--- src/fan_map.svh ---
// constants and behaviour notes for the fan commutator
// Notes on behaviour
// - bridge switches at fixed 26 kHz
// - output duty follows measured command duty linearly
// - hall level change swaps conducting bridge half
// - lock drives both outputs low for 3.6 s
// - soft-on ramps duty up in 16 steps
// - soft-off ramps duty down in 16 steps
// - off gap: active output floats, other low
// - off gap adapts to drive current zero crossing
// - soft start begins at zero duty
// - four hall changes end soft start ramp
// - start current trip freezes duty until four changes
// - high or floating level: internal 10% floor
// - low level: command under 10% shuts down
// - no hall change for 0.6 s locks
// - middle level: external minimum duty floor
// - blanked overcurrent halts bridge for 3.6 s
`ifndef FAN_MAP_SVH
`define FAN_MAP_SVH
`define CLK_HZ         100000000
`define FOUT_HZ        26000
`define PWM_PERIOD     (`CLK_HZ / `FOUT_HZ)
`define LOCK_ON_MS     600
`define LOCK_OFF_MS    3600
`define SS_MS          1400
`define SS_LEVELS      256
`define OC_BLANK_NS    1500
`define OC_BLANK_CYC   (`OC_BLANK_NS * (`CLK_HZ / 1000000) / 1000)
`define DUTY_MIN       8'h1A
`define DUTY_FULL      8'hFF
`define SON_DEG        24
`define SOFF_DEG       45
`define HALF_DEG       180
`define RAMP_STEPS     16
`define START_EDGES    4
`define OFF_ADJ_SHIFT  6
`define ELAPSED_MAX    26'h3FFFFFF
`define METER_MAX      14'h3FFF
`endif

--- src/fan_pkg.sv ---
// types for the fan commutator
package fan_pkg;
   typedef enum logic [2:0] {
      M_START = 3'h1,
      M_RUN   = 3'h2,
      M_HALT  = 3'h4
   } mode_t;
   typedef enum logic [3:0] {
      P_SON   = 4'h1,
      P_DRIVE = 4'h2,
      P_SOFF  = 4'h4,
      P_GAP   = 4'h8
   } phase_t;
   typedef enum logic [1:0] {
      MS_LOW  = 2'h0,
      MS_MID  = 2'h1,
      MS_HIGH = 2'h2,
      MS_OPEN = 2'h3
   } min_speed_level_t;
   typedef struct packed {
      logic        cmd_q;
      logic [13:0] hi;
      logic [13:0] tot;
      logic [13:0] den;
      logic [14:0] rem;
      logic [3:0]  bits;
      logic [7:0]  quo;
      logic [7:0]  duty;
      logic        busy;
   } meter_t;
   typedef struct packed {
      logic hall1, hall2, hall_q, cmd1, cmd2;
      logic oc1, oc2, lim1, lim2, zc1, zc2;
      logic [1:0]  ms1;
      min_speed_level_t      ms2;
      logic [7:0]  ext1, ext2;
      mode_t       mode;
      phase_t      ph;
      logic [11:0] pwm_cnt;
      logic [25:0] elapsed, per, off_len;
      logic [25:0] son_step, soff_step, step_cnt;
      logic [4:0]  idx;
      logic [28:0] timer;
      logic [7:0]  blank;
      logic [2:0]  edges;
      logic [7:0]  ss_duty, duty2;
      logic [19:0] ss_cnt;
      logic frozen, zc_seen;
      logic out_a, oe_a_n, out_b, oe_b_n;
      logic min_act, shut_act, lock_act;
   } fan_t;
endpackage : fan_pkg

--- src/fan_commutator.sv ---
// bridge drive, commutation, soft start and protection
`timescale 1ns/1ps
`include "fan_map.svh"
module fan_commutator
   import fan_pkg::*;
#(
   parameter int unsigned LOCK_ON_CYC  = `LOCK_ON_MS * (`CLK_HZ / 1000),
   parameter int unsigned LOCK_OFF_CYC = `LOCK_OFF_MS * (`CLK_HZ / 1000),
   parameter int unsigned SS_STEP_CYC  =
      `SS_MS * (`CLK_HZ / 1000) / `SS_LEVELS
)(
   input  wire logic       clk,
   input  wire logic       sys_rst,
   input  wire logic       speed_cmd,
   input  wire logic       hall_input,
   input  wire logic [1:0] min_speed_level,
   input  wire logic [7:0] ext_min_duty,
   input  wire logic       restart_current_cap,
   input  wire logic       overcurrent,
   input  wire logic       current_zero,
   output logic            bridge_out_a,
   output logic            bridge_out_a_oe_n,
   output logic            bridge_out_b,
   output logic            bridge_out_b_oe_n,
   output logic            min_speed_active,
   output logic            shutdown_active,
   output logic            lock_active,
   output logic [7:0]      duty_at_second_edge
);
   localparam logic [28:0] T_ON   = 29'(LOCK_ON_CYC - 1);
   localparam logic [28:0] T_OFF  = 29'(LOCK_OFF_CYC - 1);
   localparam logic [19:0] SS_LST = 20'(SS_STEP_CYC - 1);
   localparam logic [11:0] P_LAST = 12'(`PWM_PERIOD - 1);
   localparam logic [7:0]  B_LAST = 8'(`OC_BLANK_CYC - 1);
   localparam logic [4:0]  R_LAST = 5'(`RAMP_STEPS - 1);

   fan_t        st_r;
   fan_t        st_nxt;
   logic [7:0]  cmd_duty;
   logic [7:0]  min_lvl;
   logic [7:0]  target;
   logic [7:0]  eff;
   logic [7:0]  ph_duty;
   logic [12:0] ramp_p;
   logic [19:0] cmp_p;
   logic        pwm_on;
   logic        below;
   logic        shut;
   logic        edge_seen;
   logic        oc_trip;
   logic        lock_trip;
   logic        drive;
   logic        gap;
   logic [25:0] omax;
   logic [25:0] adj;
   logic [26:0] osum;
   logic [29:0] lead;

   // ****************************************
   // restart into soft start
   // ****************************************
   function automatic fan_t restart(input fan_t f);
      fan_t g;
      g = f;
      g.mode = M_START;
      g.ph = P_DRIVE;
      g.timer = 29'h0;
      g.ss_duty = 8'h00;
      g.ss_cnt = 20'h0;
      g.edges = 3'h0;
      g.frozen = 1'b0;
      g.per = 26'h0;
      g.elapsed = 26'h0;
      g.off_len = 26'h0;
      g.idx = 5'h00;
      g.zc_seen = 1'b0;
      g.lock_act = 1'b0;
      return g;
   endfunction : restart

   duty_meter u_meter (
      .clk     (clk),
      .sys_rst (sys_rst),
      .cmd     (st_r.cmd2),
      .duty    (cmd_duty)
   );

   // ****************************************
   // duty selection and pwm
   // ****************************************
   always_comb begin
      min_lvl = (st_r.ms2 == MS_MID) ? st_r.ext2 : `DUTY_MIN;
      below = cmd_duty < min_lvl;
      shut = (st_r.ms2 == MS_LOW) && (cmd_duty < `DUTY_MIN);
      target = below ? min_lvl : cmd_duty;
      eff = (st_r.mode == M_START) ? st_r.ss_duty : target;
      ramp_p = 13'h0000;
      case (st_r.ph)
         P_SON: begin
            ramp_p = 13'(eff) * 13'(st_r.idx);
            ph_duty = 8'(ramp_p >> 4);
         end
         P_SOFF: begin
            ramp_p = 13'(eff) * 13'(5'(`RAMP_STEPS) - st_r.idx);
            ph_duty = 8'(ramp_p >> 4);
         end
         P_DRIVE: ph_duty = eff;
         default: ph_duty = 8'h00;
      endcase
      cmp_p = 20'(ph_duty) * 20'(`PWM_PERIOD);
      pwm_on = st_r.pwm_cnt < 12'(cmp_p >> 8);
   end

   // ****************************************
   // state update
   // ****************************************
   always_comb begin
      st_nxt = st_r;
      st_nxt.hall1 = hall_input;
      st_nxt.hall2 = st_r.hall1;
      st_nxt.hall_q = st_r.hall2;
      st_nxt.cmd1 = speed_cmd;
      st_nxt.cmd2 = st_r.cmd1;
      st_nxt.oc1 = overcurrent;
      st_nxt.oc2 = st_r.oc1;
      st_nxt.lim1 = restart_current_cap;
      st_nxt.lim2 = st_r.lim1;
      st_nxt.zc1 = current_zero;
      st_nxt.zc2 = st_r.zc1;
      st_nxt.ms1 = min_speed_level;
      st_nxt.ms2 = min_speed_level_t'(st_r.ms1);
      st_nxt.ext1 = ext_min_duty;
      st_nxt.ext2 = st_r.ext1;
      st_nxt.pwm_cnt = (st_r.pwm_cnt == P_LAST) ? 12'h000 :
                       st_r.pwm_cnt + 12'h001;
      if (!st_r.oc2)
         st_nxt.blank = 8'h00;
      else if (st_r.blank != B_LAST)
         st_nxt.blank = st_r.blank + 8'h01;
      oc_trip = st_r.oc2 && (st_r.blank == B_LAST);
      edge_seen = st_r.hall2 != st_r.hall_q;
      lock_trip = !edge_seen && (st_r.timer == T_ON);
      omax = 26'((34'(st_r.elapsed) * 34'(`SOFF_DEG)) / 34'(`HALF_DEG));
      adj = st_r.elapsed >> `OFF_ADJ_SHIFT;
      osum = 27'(st_r.off_len) + 27'(adj);
      lead = 30'(st_r.off_len) + 30'({st_r.soff_step, 4'h0});
      case (st_r.mode)
         M_HALT: begin
            if (st_r.timer == T_OFF)
               st_nxt = restart(st_nxt);
            else
               st_nxt.timer = st_r.timer + 29'h1;
         end
         M_START, M_RUN: begin
            if (oc_trip || lock_trip) begin
               st_nxt.mode = M_HALT;
               st_nxt.timer = 29'h0;
               st_nxt.lock_act = lock_trip;
            end else if (shut) begin
               st_nxt = restart(st_nxt);
            end else if (edge_seen) begin
               st_nxt.timer = 29'h0;
               st_nxt.per = st_r.elapsed;
               st_nxt.elapsed = 26'h0;
               st_nxt.son_step = 26'((34'(st_r.elapsed) * 34'(`SON_DEG))
                  / 34'(`HALF_DEG * `RAMP_STEPS));
               st_nxt.soff_step = 26'((34'(st_r.elapsed) * 34'(`SOFF_DEG))
                  / 34'(`HALF_DEG * `RAMP_STEPS));
               st_nxt.ph = P_SON;
               st_nxt.idx = 5'h00;
               st_nxt.step_cnt = 26'h0;
               st_nxt.zc_seen = 1'b0;
               if (st_r.hall_q && !st_r.hall2) begin
                  if (st_r.zc_seen)
                     st_nxt.off_len = (st_r.off_len > adj) ?
                                      st_r.off_len - adj : 26'h0;
                  else
                     st_nxt.off_len = (osum > 27'(omax)) ?
                                      omax : 26'(osum);
               end
               if (st_r.edges != 3'(`START_EDGES))
                  st_nxt.edges = st_r.edges + 3'h1;
               if (st_r.edges == 3'h1)
                  st_nxt.duty2 = st_r.ss_duty;
            end else begin
               st_nxt.timer = st_r.timer + 29'h1;
               if (st_r.elapsed != `ELAPSED_MAX)
                  st_nxt.elapsed = st_r.elapsed + 26'h1;
               st_nxt.zc_seen = st_r.zc_seen || st_r.zc2;
               case (st_r.ph)
                  P_SON, P_SOFF: begin
                     if (st_r.step_cnt >= st_r.son_step &&
                         st_r.ph == P_SON ||
                         st_r.step_cnt >= st_r.soff_step &&
                         st_r.ph == P_SOFF) begin
                        st_nxt.step_cnt = 26'h0;
                        st_nxt.idx = st_r.idx + 5'h01;
                        if (st_r.idx == R_LAST) begin
                           st_nxt.idx = 5'h00;
                           st_nxt.ph = (st_r.ph == P_SON) ? P_DRIVE : P_GAP;
                        end
                     end else begin
                        st_nxt.step_cnt = st_r.step_cnt + 26'h1;
                     end
                  end
                  P_DRIVE: begin
                     if (st_r.per != 26'h0 &&
                         30'(st_r.elapsed) + lead >= 30'(st_r.per)) begin
                        st_nxt.ph = P_SOFF;
                        st_nxt.idx = 5'h00;
                        st_nxt.step_cnt = 26'h0;
                     end
                  end
                  P_GAP: st_nxt.ph = P_GAP;
                  default: st_nxt.ph = P_DRIVE;
               endcase
            end
            if (st_r.mode == M_START && !oc_trip && !lock_trip && !shut) begin
               if (st_r.lim2)
                  st_nxt.frozen = 1'b1;
               if (st_r.edges == 3'(`START_EDGES)) begin
                  st_nxt.mode = M_RUN;
               end else if (!st_r.frozen && !st_r.lim2) begin
                  if (st_r.ss_cnt == SS_LST) begin
                     st_nxt.ss_cnt = 20'h0;
                     if (st_r.ss_duty != `DUTY_FULL)
                        st_nxt.ss_duty = st_r.ss_duty + 8'h01;
                  end else begin
                     st_nxt.ss_cnt = st_r.ss_cnt + 20'h1;
                  end
               end
            end
         end
         default: st_nxt.mode = M_HALT;
      endcase
      drive = (st_r.mode != M_HALT) && !shut;
      gap = st_r.ph == P_GAP;
      st_nxt.out_a = drive && st_r.hall2 && pwm_on && !gap;
      st_nxt.oe_a_n = drive && st_r.hall2 && gap;
      st_nxt.out_b = drive && !st_r.hall2 && pwm_on && !gap;
      st_nxt.oe_b_n = drive && !st_r.hall2 && gap;
      st_nxt.min_act = !shut && below;
      st_nxt.shut_act = shut;
   end

   always_ff @(posedge clk or posedge sys_rst) begin
      if (sys_rst) begin
         st_r <= '0;
         st_r.mode <= M_START;
         st_r.ph <= P_DRIVE;
      end else begin
         st_r <= st_nxt;
      end
   end

   assign bridge_out_a = st_r.out_a;
   assign bridge_out_a_oe_n = st_r.oe_a_n;
   assign bridge_out_b = st_r.out_b;
   assign bridge_out_b_oe_n = st_r.oe_b_n;
   assign min_speed_active = st_r.min_act;
   assign shutdown_active = st_r.shut_act;
   assign lock_active = st_r.lock_act;
   assign duty_at_second_edge = st_r.duty2;
endmodule : fan_commutator

--- src/duty_meter.sv ---
// duty measurement of the synchronised speed command
`timescale 1ns/1ps
`include "fan_map.svh"
module duty_meter
   import fan_pkg::*;
(
   input  wire logic       clk,
   input  wire logic       sys_rst,
   input  wire logic       cmd,
   output logic [7:0]      duty
);
   meter_t      mt_r;
   meter_t      mt_nxt;
   logic        rise;
   logic        stuck;
   logic [14:0] rem2;

   // ****************************************
   // period counting and restoring division
   // ****************************************
   always_comb begin
      mt_nxt = mt_r;
      mt_nxt.cmd_q = cmd;
      rise = cmd && !mt_r.cmd_q;
      stuck = mt_r.tot == `METER_MAX;
      rem2 = {mt_r.rem[13:0], 1'b0};
      if (rise || stuck) begin
         if (rise && !stuck && !mt_r.busy) begin
            mt_nxt.rem = {1'b0, mt_r.hi};
            mt_nxt.den = mt_r.tot;
            mt_nxt.bits = 4'h8;
            mt_nxt.quo = 8'h00;
            mt_nxt.busy = 1'b1;
         end
         if (stuck)
            mt_nxt.duty = cmd ? `DUTY_FULL : 8'h00;
         mt_nxt.tot = 14'h0001;
         mt_nxt.hi = {13'h0000, cmd};
      end else begin
         mt_nxt.tot = mt_r.tot + 14'h0001;
         mt_nxt.hi = mt_r.hi + {13'h0000, cmd};
      end
      if (mt_r.busy) begin
         if (rem2 >= {1'b0, mt_r.den}) begin
            mt_nxt.rem = rem2 - {1'b0, mt_r.den};
            mt_nxt.quo = {mt_r.quo[6:0], 1'b1};
         end else begin
            mt_nxt.rem = rem2;
            mt_nxt.quo = {mt_r.quo[6:0], 1'b0};
         end
         mt_nxt.bits = mt_r.bits - 4'h1;
         if (mt_r.bits == 4'h1) begin
            mt_nxt.duty = mt_nxt.quo;
            mt_nxt.busy = 1'b0;
         end
      end
   end

   always_ff @(posedge clk or posedge sys_rst) begin
      if (sys_rst)
         mt_r <= '0;
      else
         mt_r <= mt_nxt;
   end

   assign duty = mt_r.duty;
endmodule : duty_meter

--- config.mk ---
export PLATFORM = sky130hd
export DESIGN_NAME = fan_commutator
export DESIGN_NICKNAME = d
export VERILOG_FILES = /design/src/fan_pkg.sv /design/src/fan_commutator.sv /design/src/duty_meter.sv
export VERILOG_INCLUDE_DIRS = /design/src
export SDC_FILE = /design/constraint.sdc
export NUM_CORES = 2
export LEC_CHECK = 0
export BUFFER_PORTS_ARGS = -buffer_cell sky130_fd_sc_hd__buf_2
export CAP_MARGIN = 5
export CORE_MARGIN = 5
export CORE_UTILIZATION = 55
export CTS_CLUSTER_DIAMETER = 30
export CTS_CLUSTER_SIZE = 28
export DETAILED_ROUTE_END_ITERATION = 10
export PLACE_DENSITY = 0.71
export SETUP_SLACK_MARGIN = 0.5
export SYNTH_ARGS = -nofsm -noshare
export SYNTH_HDL_FRONTEND = slang
export SYNTH_HIERARCHICAL = 1
export SYNTH_SLANG_ARGS = --single-unit
--- constraint.sdc ---
create_clock -name clk -period 27.5 [get_ports clk]
set_input_delay 1.375 -clock clk [delete_from_list [all_inputs] [get_ports clk]]
set_output_delay 1.375 -clock clk [all_outputs]
set_load 0.05 [all_outputs]
## Word level (Yosys, flattened, before mapping)

Index checks and enable logic that the tools add are counted.

- Add/sub/neg operators: 18
- Multiply operators: 5
- Divide/modulo/power cells: 3
- Magnitude comparators: 9
- Equality and inequality tests: 36
- Mux-type cells: 73
- Bitwise operators: 3
- Reduce and logical (&&, ||, !) cells: 61

Operator list:

| kind | count |
|---|---|
| case mux 262 bit (2 select lines) | 1 |
| 2-to-1 mux 26 bit | 8 |
| 2-to-1 mux 190 bit | 1 |
| 2-to-1 mux 180 bit | 1 |
| 2-to-1 mux 177 bit | 1 |
| 2-to-1 mux 8 bit | 16 |
| case mux 31 bit (2 select lines) | 2 |
| 2-to-1 mux 104 bit | 1 |
| 2-to-1 mux 35 bit | 2 |
| adder 26 x 30 -> 30 bit | 2 |
| 2-to-1 mux 20 bit | 3 |
| 2-to-1 mux 60 bit | 1 |
| 2-to-1 mux 29 bit | 2 |
| adder 26 x 1 -> 26 bit, second input constant | 2 |
| greater-or-equal comparator 26 bit | 2 |
| 2-to-1 mux 48 bit | 1 |
| 2-to-1 mux 47 bit | 1 |
| 2-to-1 mux 21 bit | 2 |
| divider 31 x 12 -> 34 bit, second input constant | 1 |
| divider 32 x 12 -> 34 bit, second input constant | 1 |
| divider 32 x 8 -> 34 bit, second input constant | 1 |
| multiplier 26 x 6 -> 32 bit, second input constant | 1 |
| 2-to-1 mux 31 bit | 1 |
| greater-or-equal comparator 30 x 26 -> 1 bit | 1 |
| other kinds (71) | 153 |

- Register bits after elaboration: 373
- Word-level logic and storage cells: 257

## Depth between registers and ports, before layout

- Depth after elaboration: 11
- Gate-level depth with buffers: 124
- Mapped depth without buffers: 112

## Hierarchy

The synthesis kept the hierarchy.

By module, submodules not included:

| module | times used | cells each | area an instance (um2) |
|---|---|---|---|
| fan_commutator | 1 | 4986 | 40169.8 |
| duty_meter | 1 | 434 | 4141.5 |

## Worst setup path before layout

Ideal clock, no wire load.

- Path type: register to register
- Start point: register st_r, in the netlist adj[14]
- End point: register st_r[191] (netlist name)
- Library setup time: 129 ps
- Arrival: 23427 ps
- Data required time: 27371 ps
- Slack: 3944 ps
- Stages on the path, launching flop included: 114
- Buffers on the path: 7
- Clock period less this slack: 23556 ps
- Path through: dfrtp_1 -> ha_1 -> fa_1 -> inv_1 -> fa_1 -> inv_1 -> ha_1 -> buf_6 -> and4_1 -> nand2_2 -> or3_4 -> o21a_2 -> o211ai_1 -> maj3_2 -> o221ai_4 -> a221o_2 -> nand3b_1 -> a31o_1 -> (+78 left out) -> nand2b_1 -> a21oi_1 -> nor2b_1 -> o21ai_0 -> nand2b_1 -> a21oi_1 -> o221ai_1 -> a221o_1 -> a21o_1 -> a21oi_1 -> o21ai_1 -> inv_2 -> nor2_1 -> a211o_1 -> nand2_1 -> nor3_1 -> o21ai_0 -> o21ai_0

- Longest elaborated chain between the ends: 10
- Elaborated cells on any way between the ends: 14
- Those cells by class: add/sub: 2; mul: 1; div: 1; order compare: 2; mux: 8

RTL lines:

| element | RTL line | source |
|---|---|---|
| start, declared | fan_commutator.sv:37 | `fan_t st_r;` |
| start signal, assigned | fan_commutator.sv:252 | `st_r <= st_nxt;` |
| multiplier 26 x 6 -> 32 bit | fan_commutator.sv:143 | `` omax = 26'((34'(st_r.elapsed) * 34'(`SOFF_DEG)) / 34'(`HALF_DEG)); `` |
| divider 32 x 8 -> 34 bit | fan_commutator.sv:143 |  |
| > comparator 27 x 26 -> 1 bit | fan_commutator.sv:178 | `st_nxt.off_len = (osum > 27'(omax)) ?` |
| 2-to-1 mux 26 bit | fan_commutator.sv:178 |  |
| 2-to-1 mux 26 bit (*) | fan_commutator.sv:174 | `if (st_r.zc_seen)` |
| 2-to-1 mux 26 bit (*) | fan_commutator.sv:173 | `if (st_r.hall_q && !st_r.hall2) begin` |
| 2-to-1 mux 104 bit (*) | fan_commutator.sv:161 | `end else if (edge_seen) begin` |
| 2-to-1 mux 190 bit (*) | fan_commutator.sv:159 | `end else if (shut) begin` |
| 2-to-1 mux 177 bit (*) | fan_commutator.sv:155 | `if (oc_trip \|\| lock_trip) begin` |
| case mux 262 bit (2 select lines) (*) | fan_commutator.sv:147 | `case (st_r.mode)` |

Mark *: on every way between the ends. The rest lies on a longest branch, timed or not. The select of a mux whose other input is x is not followed.
A chain may end at the register's enable or synchronous reset.

## Final worst setup path

- Start point: register st_r[222] (netlist name)
- End point: register st_r[174] (netlist name)

- Longest elaborated chain between the ends: 10

RTL lines:

| element | RTL line |
|---|---|
| multiplier 26 x 6 -> 32 bit (*) | fan_commutator.sv:143 |
| divider 32 x 8 -> 34 bit (*) | fan_commutator.sv:143 |
| > comparator 27 x 26 -> 1 bit | fan_commutator.sv:178 |
| 2-to-1 mux 26 bit (*) | fan_commutator.sv:178 |
| 2-to-1 mux 26 bit (*) | fan_commutator.sv:174 |
| 2-to-1 mux 26 bit (*) | fan_commutator.sv:173 |
| 2-to-1 mux 104 bit (*) | fan_commutator.sv:161 |
| 2-to-1 mux 190 bit (*) | fan_commutator.sv:159 |
| 2-to-1 mux 177 bit (*) | fan_commutator.sv:155 |
| case mux 262 bit (2 select lines) (*) | fan_commutator.sv:147 |

Marks and branches as above.

==> results.json <==
{
  "outcome": "completed",
  "pin_count_of_the_biggest_net_entering_global_routing": 109,
  "critical_path.max_stage_delay_ns": 0.53,
  "design.die.area_sq_mm": 0.0863,
  "min_period_over_period_pct": 93.9,
  "htreeDepth": 3,
  "cts_made_buffers": 89,
  "power-per-cell-area_mw_per_mm2": 42.0,
  "synth_area_leader_cell": "dfrtp_1",
  "wl_met2_mm": 54.8,
  "setup.reg_to_reg.worst_slack_ns": 1.67,
  "whs_endpoint": "st_r[291]",
  "setup.worst_path.start_class": "flop",
  "std_cell_rows": 104,
  "synth_seq_area_share_pct": 20.4,
  "reg2reg_from": "st_r[222]",
  "synthesis.area_per_instance_sq_um": 8.18,
  "synth_cell_type_count": 174,
  "mappedNetlistArea_sq_mm": 0.0443,
  "antenna_found_initial": 1,
  "rsz0062_at_grt": "false",
  "postRouteWirelength_mm": 123,
  "synth_edf_count": 0,
  "static-leakage-power_uw": 0.0218,
  "vdd_ir_drop_max_v": 0.0000951,
  "hp-start": "st_r[292]",
  "highest_routing_layer_actually_used": "met4",
  "ratio_of_cells_with_drive_above_1_in_the_final_layout_pct": 11.9,
  "endpoint_kind": "flop",
  "route.antenna.remaining_nets": 0,
  "timing.max_cap.violations": 0,
  "type_of_the_most_critical_hold_path": "flop to flop",
  "synth_ff_type": "dfrtp_1",
  "via_per_inst": 6.29,
  "critical_path.max_fanout": 22,
  "grt_overflow_total": 0,
  "fin_util_pct": 61.1,
  "synth_top_cell_area_share_pct": 20.3,
  "grt_pass1_vias": 39174,
  "clockRootBuffer": "clkbuf_16",
  "detail_route.iter0.violations": 3714,
  "timing.setup.tns_ns": 0,
  "area.growth.synth_to_final_pct": 10.4,
  "detailroute.via_count": 41268,
  "core_region_area_sq_mm": 0.0802,
  "fin_worst_skew_ns": 0.0298,
  "routedLengthMet1_mm": 57.1,
  "drcViolationCount": 0,
  "cts.reportedPaths.clkPinSlew_ns": 0.06,
  "period_minus_slack_ns": 25.83,
  "count_of_input_and_output_buffers": 31,
  "worst-setup-path-type": "flop to flop",
  "dp_worst_setup_slack_ns": 0.360,
  "die_h_um": 294,
  "post-synth-top-count-cell": "nor2_1",
  "ys_warn_count": 6,
  "synth-async-reset-ratio_pct": 100,
  "routed-wl-met3_mm": 8.36,
  "layout.cells.non_filler": 6566,
  "grt_util_all_layers_pct": 27.7,
  "grt_first_pass_wirelength_mm": 203,
  "slew_headroom_pct": 18.3,
  "dpl.hpwl_mm": 92.2,
  "io-pin-count": 32,
  "number_of_endpoints_failing_setup_at_the_final_stage": 0,
  "yosys_register_bits": 362,
  "final_number_of_hold_violating_endpoints": 0,
  "r2r.worst_path.cells": 112,
  "worst-endpoint-required_ns": 28.00,
  "clk_latency_ns": 0.63,
  "crit_path_top_delay_cell": "or4_1",
  "nets": 5961,
  "postSynthCellCount": 5420,
  "detail_route.wl_per_cell_um": 18.8,
  "cts_tree": "built",
  "mappedNetlistNets": 5949,
  "cts_buffer_depth": 3,
  "gp_congestion": 0.934,
  "max_slew.worst_pin.slew_ns": 1.22,
  "hold_depth": 0,
  "timing.rr.end": "st_r[174]",
  "synth_common_cells": "nor2_1, nand2_1, ha_1",
  "maxClockFrequency_mhz": 38.7,
  "worst-endpoint-arrival_ns": 26.33,
  "top_cells_by_area_in_the_synthesized_netlist": "dfrtp_1, ha_1, fa_1",
  "detail_route.first_pass.iterations": 6,
  "drv_slew": 0,
  "timing.final.ws_setup_ns": 1.67,
  "start_util_pct": 55.3,
  "cts.sinks": 362,
  "dpl.cell_count": 6368,
  "floorplan.die.width_um": 294
}
## cell usage in the layout, fill, tap and decap left out, types with 45 or more instances in the layout
master | netlist | final
a21o_1 | 97 | 96
a21oi_1 | 338 | 335
a31oi_1 | 58 | 53
and2_1 | 46 | 45
and3_1 | 60 | 60
buf_4 | 27 | 96
clkbuf_16 | 0 | 92
dfrtp_1 | 360 | 354
fa_1 | 117 | 117
ha_1 | 395 | 393
inv_1 | 388 | 386
mux2i_1 | 60 | 58
nand2_1 | 449 | 447
nand2b_1 | 59 | 59
nand3_1 | 192 | 192
nand4_1 | 98 | 98
nor2_1 | 480 | 475
nor2b_1 | 53 | 53
nor3_1 | 127 | 123
nor4_1 | 47 | 46
o211ai_1 | 49 | 49
o21ai_0 | 330 | 326
o21bai_1 | 56 | 56
o22ai_1 | 81 | 81
or3_1 | 49 | 48
xnor2_1 | 237 | 231
xor2_1 | 127 | 125
## state kept, by name (all words and copies together), names as in the netlist
register	count
bridge_out_b	1
min_speed_active	1
duty_at_second_edge	8
u_meter/mt_r	69
bridge_out_a_oe_n	1
st_r	250
u_meter/duty	8
lock_active	1
bridge_out_b_oe_n	1
shutdown_active	1
bridge_out_a	1
adj	20
## worst max-delay path: cells and delay by family (launching register included)
family | cells | cell delay (ns)
xor+xnor | 1 | 0.17
fa+ha+maj | 7 | 2.22
mux | 8 | 2.36
flops | 1 | 0.50
buf+inv | 17 | 2.54
simple gates | 23 | 4.91
compound gates | 56 | 12.94
## kinds of logic (layout without fill, tap and decap cells)
logic type	after synthesis	after routing	share of synthesized area, %
buf+inv	611	696	6.31
xor+xnor	378	378	7.91
simple gates	1833	1833	20.4
compound gates	1613	1613	25.7
mux	95	95	2.37
fa+ha+maj	528	528	16.8
other cells	0	1	0
flops	362	362	20.4
## how the worst max path moves through the flow
stage | endpoint | slack [ns] | from
2_1_floorplan | st_r[191] | 3.94 | adj[14]
3_3_place_gp | st_r[175] | 0.95 | adj[1]
3_5_place_dp | st_r[174] | 0.36 | adj[3]
4_1_cts | st_r[174] | 0.56 | st_r[222]
5_1_grt | st_r[174] | 0.40 | adj[5]
6_report | st_r[174] | 1.67 | st_r[222]
## metrics by stage
stage,total power [uW],instance area (sq um),hold slack (ns)
3_5_place_dp,964,45100,0.335
6_report,2060,48900,0.334
2_1_floorplan,887,44300,0.331
3_3_place_gp,958,45100,0.333
4_1_cts,2060,48300,0.339
5_1_grt,2150,48900,0.350
## routing by layer
metal / up-vias / track usage [%]
li1: 19811 / -
met1: 19853 / 40.2
met2: 1370 / 43.6
met3: 234 / 3.99
met4: 0 / 7.25
met5: - / 0
## area by class of cell
cell class	count	area (sq um)
Multi-Input combinational cell	4447	32900
Inverter	404	1550
Clock buffer	110	2490
Timing Repair Buffer	128	887
Fill cell	7054	31200
Antenna cell	1	2.50
Tap cell	1060	1330
Sequential cell	362	9070
Clock inverter	54	667
## power breakdown
group | leakage [uW] | switching (uW) | total, uW | internal [uW]
Clock | 0.00153 | 355 | 1090 | 740
Combinational | 0.0154 | 209 | 348 | 139
Sequential | 0.00485 | 40.6 | 613 | 573
Total | 0.0218 | 604 | 2060 | 1450
## repair_timing
item | in CTS | in global routing
setup endpoints to repair | 18 | 25
setup buffers | 4 | 29
gates resized for setup | 5 | 80
pin swaps | 2 | 24
hold buffers | 0 | 0
(Power assumes the default switching activity.)
